==> src/rtl/pmc_map.svh <==
/*
  Offsets, field positions, reset values and codes of the configuration
  bank. Assumes it is included once per compile unit by its bare name.
*/
// What this block does
// low timing word 0x4000 means 8 ms bursts, 0x1A80 means 16 ms.
// high timing word 0x0003 means 8 ms bursts, 0x0006 means 16 ms.
// host writes matching low/high codes, only the listed ones.
// after reset low word is 0x4000 and high word 0x0003.
// link-up register: field bits 3:1 reset 100, rsvd 8:4 and bit 0.
// led style override, bit 4 of common control, always reads zero.
// override write sets status bit 3; status loads from strap at reset.
// led style 1 means single led, 0 means tri-color dual led.
// common control bits 15:5 and bit 2 are rw, reset to zero.
// registers reached only indirectly through the portal.
// link-up code is stored and read back as written.
`ifndef PMC_MAP_SVH
`define PMC_MAP_SVH

`define PMC_DEV_AN 5'h00
`define PMC_DEV_PMA 5'h01
`define PMC_DEV_VEND 5'h02

`define PMC_REG_FLP_LO 16'h0003
`define PMC_REG_FLP_HI 16'h0004
`define PMC_REG_LINK_UP 16'h005a
`define PMC_REG_COMMON 16'h0000

`define PMC_FLP_LO_8MS 16'h4000
`define PMC_FLP_LO_16MS 16'h1a80
`define PMC_FLP_HI_8MS 16'h0003
`define PMC_FLP_HI_16MS 16'h0006

`define PMC_LINK_RST 9'h108
`define PMC_LINK_FIELD_LSB 1
`define PMC_LINK_FIELD_MSB 3
`define PMC_LINK_MSB 8

`define PMC_CC_OVR_BIT 4
`define PMC_CC_STAT_BIT 3
`define PMC_CC_RSVD2_BIT 2
`define PMC_CC_HI_LSB 5
`define PMC_CC_HI_RST 11'h000

`endif

==> src/rtl/pmc_pkg.sv <==
/*
  Types of the configuration bank.
  Assumes pmc_map.svh supplies the numeric constants.
*/
package pmc_pkg;
  typedef logic [15:0] pmc_word_t;
  typedef logic [4:0] pmc_dev_t;
endpackage : pmc_pkg

==> src/rtl/pmc_config_bank.sv <==
/*
  Indirectly reached phy configuration bank: burst timing, link-up time,
  led style override. Assumes the portal logic presents one decoded
  device/register access per strobe, synchronous to i_clock.
*/
`timescale 1ns/1ps
`include "pmc_map.svh"

module pmc_config_bank (
  input wire logic i_clock,
  input wire logic i_srst,
  input wire logic i_led_style_strap,
  input wire pmc_pkg::pmc_dev_t i_mmd_dev,
  input wire pmc_pkg::pmc_word_t i_mmd_reg,
  input wire logic i_mmd_wr,
  input wire logic i_mmd_rd,
  input wire pmc_pkg::pmc_word_t i_mmd_wdata,
  output logic [15:0] o_mmd_rdata,
  output logic o_mmd_rvalid,
  output logic o_flp_16ms,
  output logic o_flp_mismatch,
  output logic [2:0] o_link_up_time,
  output logic o_led_single
);

  function automatic logic hit(input pmc_pkg::pmc_dev_t dev,
                               input pmc_pkg::pmc_word_t reg_a,
                               input pmc_pkg::pmc_dev_t want_dev,
                               input pmc_pkg::pmc_word_t want_reg);
    hit = (dev == want_dev) && (reg_a == want_reg);
  endfunction : hit

  pmc_pkg::pmc_word_t flp_lo_ff;
  pmc_pkg::pmc_word_t nxt_flp_lo;
  pmc_pkg::pmc_word_t flp_hi_ff;
  pmc_pkg::pmc_word_t nxt_flp_hi;
  logic [8:0] link_ff;
  logic [8:0] nxt_link;
  logic [10:0] cc_hi_ff;
  logic [10:0] nxt_cc_hi;
  logic cc_b2_ff;
  logic nxt_cc_b2;
  logic led_ff;
  logic nxt_led;
  logic [15:0] rdata_ff;
  logic [15:0] nxt_rdata;
  logic rvalid_ff;
  logic nxt_rvalid;
  logic flp16_ff;
  logic nxt_flp16;
  logic mism_ff;
  logic nxt_mism;
  logic sel_lo;
  logic sel_hi;
  logic sel_link;
  logic sel_cc;
  logic [15:0] rd_mux;

  // access decode
  always_comb begin
    sel_lo = hit(i_mmd_dev, i_mmd_reg, `PMC_DEV_AN, `PMC_REG_FLP_LO);
    sel_hi = hit(i_mmd_dev, i_mmd_reg, `PMC_DEV_AN, `PMC_REG_FLP_HI);
    sel_link = hit(i_mmd_dev, i_mmd_reg, `PMC_DEV_PMA, `PMC_REG_LINK_UP);
    sel_cc = hit(i_mmd_dev, i_mmd_reg, `PMC_DEV_VEND, `PMC_REG_COMMON);
  end

  // register writes
  always_comb begin
    nxt_flp_lo = flp_lo_ff;
    nxt_flp_hi = flp_hi_ff;
    nxt_link = link_ff;
    nxt_cc_hi = cc_hi_ff;
    nxt_cc_b2 = cc_b2_ff;
    nxt_led = led_ff;
    if (i_srst) begin
      nxt_flp_lo = `PMC_FLP_LO_8MS;
      nxt_flp_hi = `PMC_FLP_HI_8MS;
      nxt_link = `PMC_LINK_RST;
      nxt_cc_hi = `PMC_CC_HI_RST;
      nxt_cc_b2 = 1'b0;
      nxt_led = i_led_style_strap;
    end else if (i_mmd_wr) begin
      if (sel_lo) begin
        nxt_flp_lo = i_mmd_wdata;
      end
      if (sel_hi) begin
        nxt_flp_hi = i_mmd_wdata;
      end
      if (sel_link) begin
        nxt_link = i_mmd_wdata[`PMC_LINK_MSB:0];
      end
      if (sel_cc) begin
        nxt_cc_hi = i_mmd_wdata[15:`PMC_CC_HI_LSB];
        nxt_cc_b2 = i_mmd_wdata[`PMC_CC_RSVD2_BIT];
        nxt_led = i_mmd_wdata[`PMC_CC_OVR_BIT];
      end
    end
  end

  always_ff @(posedge i_clock) begin
    flp_lo_ff <= nxt_flp_lo;
    flp_hi_ff <= nxt_flp_hi;
    link_ff <= nxt_link;
    cc_hi_ff <= nxt_cc_hi;
    cc_b2_ff <= nxt_cc_b2;
    led_ff <= nxt_led;
  end

  // read path and burst decode
  always_comb begin
    rd_mux = 16'h0000;
    if (sel_lo) begin
      rd_mux = flp_lo_ff;
    end else if (sel_hi) begin
      rd_mux = flp_hi_ff;
    end else if (sel_link) begin
      rd_mux = {7'h00, link_ff};
    end else if (sel_cc) begin
      // override bit reads zero, status shows led style
      rd_mux = {cc_hi_ff, 1'b0, led_ff, cc_b2_ff, 2'b00};
    end
    nxt_rdata = rdata_ff;
    nxt_rvalid = 1'b0;
    if (i_srst) begin
      nxt_rdata = 16'h0000;
    end else if (i_mmd_rd) begin
      nxt_rdata = rd_mux;
      nxt_rvalid = 1'b1;
    end
    nxt_flp16 = (flp_lo_ff == `PMC_FLP_LO_16MS) &&
                (flp_hi_ff == `PMC_FLP_HI_16MS);
    nxt_mism = !nxt_flp16 && !((flp_lo_ff == `PMC_FLP_LO_8MS) &&
                (flp_hi_ff == `PMC_FLP_HI_8MS));
    if (i_srst) begin
      nxt_flp16 = 1'b0;
      nxt_mism = 1'b0;
    end
  end

  always_ff @(posedge i_clock) begin
    rdata_ff <= nxt_rdata;
    rvalid_ff <= nxt_rvalid;
    flp16_ff <= nxt_flp16;
    mism_ff <= nxt_mism;
  end

  assign o_mmd_rdata = rdata_ff;
  assign o_mmd_rvalid = rvalid_ff;
  assign o_flp_16ms = flp16_ff;
  assign o_flp_mismatch = mism_ff;
  assign o_link_up_time = link_ff[`PMC_LINK_FIELD_MSB:`PMC_LINK_FIELD_LSB];
  assign o_led_single = led_ff;
endmodule : pmc_config_bank

==> config.mk <==
export PLATFORM = sky130hd
export DESIGN_NAME = pmc_config_bank
export DESIGN_NICKNAME = d
export VERILOG_FILES = /design/src/rtl/pmc_pkg.sv /design/src/rtl/pmc_config_bank.sv
export VERILOG_INCLUDE_DIRS = /design/src /design/src/rtl
export SDC_FILE = /design/constraint.sdc
export NUM_CORES = 1
export LEC_CHECK = 0
export BUFFER_PORTS_ARGS = -buffer_cell sky130_fd_sc_hd__buf_2
export CORE_MARGIN = 3
export CORE_UTILIZATION = 51
export CTS_BUF_LIST = sky130_fd_sc_hd__clkbuf_8
export DETAILED_ROUTE_END_ITERATION = 6
export GPL_ROUTABILITY_DRIVEN = 0
export PLACE_DENSITY = 0.78
export SKIP_CTS_REPAIR_TIMING = 1
export SLEW_MARGIN = 20
export SYNTH_ARGS = -nofsm -noshare
export SYNTH_HDL_FRONTEND = slang
export SYNTH_SLANG_ARGS = --single-unit
==> constraint.sdc <==
create_clock -name i_clock -period 1.69 [get_ports i_clock]
set_input_delay 0.169 -clock i_clock [delete_from_list [all_inputs] [get_ports i_clock]]
set_output_delay 0.169 -clock i_clock [all_outputs]
set_load 0.02 [all_outputs]
**Word level (Yosys, flattened, before mapping)**

Cells that the tools add are included.

- Equal/unequal tests: 9
- Multiplexer cells: 8
- Reductions and logical operators: 18

Operators by type and width:

| operator | number |
|---|---|
| $mux W16 | 4 |
| $eq A16 B2 Y1 const B | 2 |
| $eq A16 B3 Y1 const B | 2 |
| $eq A16 B13 Y1 const B | 1 |
| $eq A16 B15 Y1 const B | 1 |
| $eq A16 B7 Y1 const B | 1 |
| $logic_not A16 Y1 | 1 |
| $reduce_and A2 Y1 | 5 |
| $logic_and A1 B1 Y1 | 7 |
| $eq A5 B1 Y1 const B | 1 |
| $eq A5 B2 Y1 const B | 1 |
| $logic_not A5 Y1 | 1 |
| $mux W1 | 4 |
| $reduce_bool A2 Y1 | 2 |
| $logic_not A1 Y1 | 2 |

- Input bits: 42
- Output and inout bits: 23
- Bits in registers: 73

**Depth between registers and ports, before layout**

- Depth after elaboration: 6
- Mapped depth: 8
- Gate-level depth less buffers: 5

**Worst setup path before layout**

Ideal clock, no wire load.

- Path kind: in2reg
- From: input i_mmd_dev[0]
- To: register led_ff, in the netlist o_led_single, enable pin
- Data required time: 1401 ps
- Stages on the path: 6
- Setup slack: 79 ps
- Arrival time: 1322 ps
- Cells stage by stage: nor4_2 nand4_1 buf_6 nor3_4 buf_6 or2_2

- Word-level cells in the longest chain between the ends: 4

RTL lines:

| what | RTL line | source |
|---|---|---|
| start: declaration | pmc_config_bank.sv:13 | `input wire pmc_pkg::pmc_dev_t i_mmd_dev,` |
| $eq A5 B2 Y1 | pmc_config_bank.sv:30 | `hit = (dev == want_dev) && (reg_a == want_reg);` |
| $logic_and A1 B1 Y1 | pmc_config_bank.sv:30 |  |
| $reduce_bool A2 Y1 (no source line) | - |  |
| $reduce_and A2 Y1 (no source line) | - |  |
| end signal: assignment | pmc_config_bank.sv:106 | `led_ff <= nxt_led;` |
| end: declaration | pmc_config_bank.sv:43 | `logic led_ff;` |

Every way passes these cells.
A chain may end at the register's enable or synchronous reset.

**Worst setup path after layout**

- From: register flp_hi_ff[3]
- To: register flp16_ff, in the netlist o_flp_16ms

- Word-level cells in the longest chain between the ends: 2

RTL lines:

| what | RTL line | source |
|---|---|---|
| start: declaration | pmc_config_bank.sv:35 | `pmc_pkg::pmc_word_t flp_hi_ff;` |
| start signal: assignment | pmc_config_bank.sv:102 | `flp_hi_ff <= nxt_flp_hi;` |
| $eq A16 B3 Y1 (no source line) | - |  |
| $logic_and A1 B1 Y1 | pmc_config_bank.sv:130 | `` nxt_flp16 = (flp_lo_ff == `PMC_FLP_LO_16MS) && `` |
| end signal: assignment | pmc_config_bank.sv:143 | `flp16_ff <= nxt_flp16;` |
| end: declaration | pmc_config_bank.sv:49 | `logic flp16_ff;` |

Every way passes these cells.

==> summary.txt <==
Clocking
  • CTS buffer count: 9
  • Clock Latency Late Sink: 0.35 ns
  • Reg clk slew, reported paths: 0.08 ns
  • CTS Sinks: 73
  • Max clock buf depth: 2
  • CTS tree: built
  • H-tree depth: 3
  • Root buffer cell: clkbuf_8

Drt
  • Routed Antenna Nets: 0
  • Vias per std cell: 5.79
  • Vias post-DR: 2972
  • Initial DRC count: 281
  • Detailed Routing Iterations Pass 1: 5
  • Total Wirelength: 8620 µm
  • DRC Markers: 0
  • Wirelength per Cell: 16.8 µm

Flow run
  • MaxCap Viol Count: 0

Yosys
  • Mapped Cells: 364
  • Largest family of logic cells by synthesized area: simple AND/OR/NAND/NOR gates
  • Syn avg cell area: 8.90 µm²
  • Largest cells by area after synthesis: dfxtp_1 (44%), mux2i_1 (8.7%), nand2_1 (6.5%)
  • Post-Synth Adder-Cell Area: 0
  • Async SR Flop Fraction: 0
  • Post-synthesis mux area share: 0.0900
  • Share of the synthesized area in the top cell type: 0.445
  • Synth Area in XOR/XNOR: 0
  • Post-synth EDFFs: 1
  • Simple-Gate Fraction of Synth Area: 0.257
  • Distinct cell type count after synthesis: 41
  • Dominant synthesized flop cell: dfxtp_1
  • Yosys reg bits: 73
  • Synth area leader: dfxtp_1
  • Syn_nets: 406
  • Cell area after synthesis: 0.00324 mm²
  • Compound-gate portion of the synthesized area: 0.149
  • Post-synthesis sequential area ratio: 0.454
  • YS warnings: 0

Finish
  • Most frequent cells in the layout: dfxtp_1 (72), buf_2 (64), nand2_1 (56)
  • Layout cells sized above 1: 0.260
  • Most common cell after layout, fill and taps aside: dfxtp_1
  • Area grow syn2layout: 22.2%
  • ANT cells: 0
  • Layout Nets: 475
  • Reg area: 0.00147 mm²
  • Multi-input gate area: 0.00161 mm²
  • # fillers: 508

Global routing
  • Global-route usage over all layers: 0.242
  • First-pass GRT wire length: 13900 µm
  • Congestion Overflow GR: 0
  • Largest net degree at the start of global routing: 34
  • Vias in the first global route: 2814
  • Initial antenna violation count: 0

Die
  • I/O pin cnt: 65
  • Die ar.: 0.00734 mm²
  • Die W: 85.7 µm
  • Starting Density: 0.538
  • Core Area: 0.00603 mm²
  • Die Ht: 85.7 µm
  • Rows: 28

Setup path
  • Worst Path Class, Setup: reg2reg
  • Worst R2R End: o_flp_16ms$_SDFF_PP0_
  • Worst EP arrival: 1.73 ns
  • Setup crit end kind: flip-flop
  • Startpoint types: flip-flop
  • Crit path to: o_flp_16ms$_SDFF_PP0_
  • Critical Path Fanout Max: 3
  • Crit path launch: flp_hi_ff[3]$_SDFFE_PP0P_
  • Critical Path RT: 1.93 ns
  • Worst reg-to-reg path cell count: 3
  • Reg2Reg Setup Slack: 0.20 ns
  • RR Startpoint: flp_hi_ff[3]$_SDFFE_PP0P_

Power
  • VDD IR-drop max: 747 µV
  • Pwr dens: 921 mW/mm²
  • Cell leakage power: 1.55 nW

STA
  • Final Skew: 0.00999 ns
  • WHS: 0.0749 ns
  • Headroom to the max-slew limit: 0.674
  • Final setup viols: 0
  • Crit path time final: 1.49 ns
  • Worst-Margin Slew: 0.485 ns
  • Final Hold Viols: 0
  • Unrepaired setup endpoints after global routing: no
  • Crit share post-route: 0.882
  • Fmax: 0.671 GHz
  • Max-slew violation count: 0
  • Final setup TNS: 0 ns

Placed design
  • IO buf count: 64
  • Dpl hpwl: 6220 µm

Min path
  • Worst min-delay path category: in2reg

Run status
  • Status: completed
==> cell usage after synthesis, drive strengths merged, types with 3 or more instances <==
library cell / count
a22oi: 11
clkbuf: 14
o32ai: 5
nor2: 49
mux2i: 28
nor4: 8
nand3: 3
nand2: 57
a311oi: 6
buf: 13
a22o: 7
nor3: 10
dfxtp: 72
a21oi: 27
nand4: 5
nand3b: 3
a211oi: 8
nor4b: 4
and3: 8
o22ai: 4
nand2b: 9
==> per-stage QoR <==
stage          std cells  setup WS [ns]  area [µm²]   util  power (mW)
6_report             513          0.200        3960  0.657        3.65
5_1_grt              513          0.138        3960  0.657        3.76
4_1_cts              513          0.211        3960  0.657        3.66
3_5_place_dp         497        -0.0584        3710  0.615        2.00
3_3_place_gp         497        -0.0219        3710  0.615        2.00
2_1_floorplan        364         0.0790        3240      -        1.89
==> critical path: stages, from the launching register on <==
cell and delay [ns]:
dfxtp_1 0.33, nor4b_1 0.43, nand4_1 0.23, nor4b_1 0.39
==> layout make-up <==
type / instances / area share
sequential: 73 / 0.372
clock inverter: 6 / 0.0291
clock buffer: 10 / 0.0348
timing repair buffer: 85 / 0.133
multi-input combinational: 263 / 0.406
tap: 75 / 0.0237
inverter: 1 / 0.000948
==> flip-flops by register name (all words and copies together), names as in the netlist, 9 cells and up <==
register	cells
cc_hi_ff	11
flp_hi_ff	16
flp_lo_ff	16
link_ff	9
o_mmd_rdata	16
==> where the power goes <==
group,internal [mW],switching (mW)
sequential,1.74,0.00839
combinational,0.0803,0.135
clock,1.03,0.658
total,2.84,0.801
==> worst min-delay path by stage <==
stage                    startpoint                    endpoint  slack, ns  cells after the start
global route        i_mmd_wdata[12]  flp_lo_ff[12]$_SDFFE_PP0P_       0.09                      3
finish              i_mmd_wdata[12]  flp_lo_ff[12]$_SDFFE_PP0P_       0.07                      3
floorplan           i_mmd_wdata[14]  flp_lo_ff[14]$_SDFFE_PP1P_       0.29                      2
CTS                 i_mmd_wdata[14]  flp_lo_ff[14]$_SDFFE_PP1P_       0.07                      3
global placement    i_mmd_wdata[14]  flp_lo_ff[14]$_SDFFE_PP1P_       0.43                      3
detailed placement  i_mmd_wdata[14]  flp_lo_ff[14]$_SDFFE_PP1P_       0.43                      3
==> per-layer routing <==
metal / wire length (µm) / share of wire / up-vias / track usage
li1: - / - / 1430 / -
met4: 184 / 0.021 / 0 / 0.0964
met2: 4120 / 0.48 / 139 / 0.389
met1: 3630 / 0.42 / 1386 / 0.321
met5: 0 / 0 / - / 0
met3: 686 / 0.080 / 17 / 0.0490
==> cell families (layout without fill, tap and decap cells) <==
group	count (synthesis)	count (layout)
DFF	73	73
AOI/OAI and AO/OA	71	71
buffers and inverters	28	102
muxes	29	29
and+or+nand+nor	163	163
(Power assumes the default switching activity.)
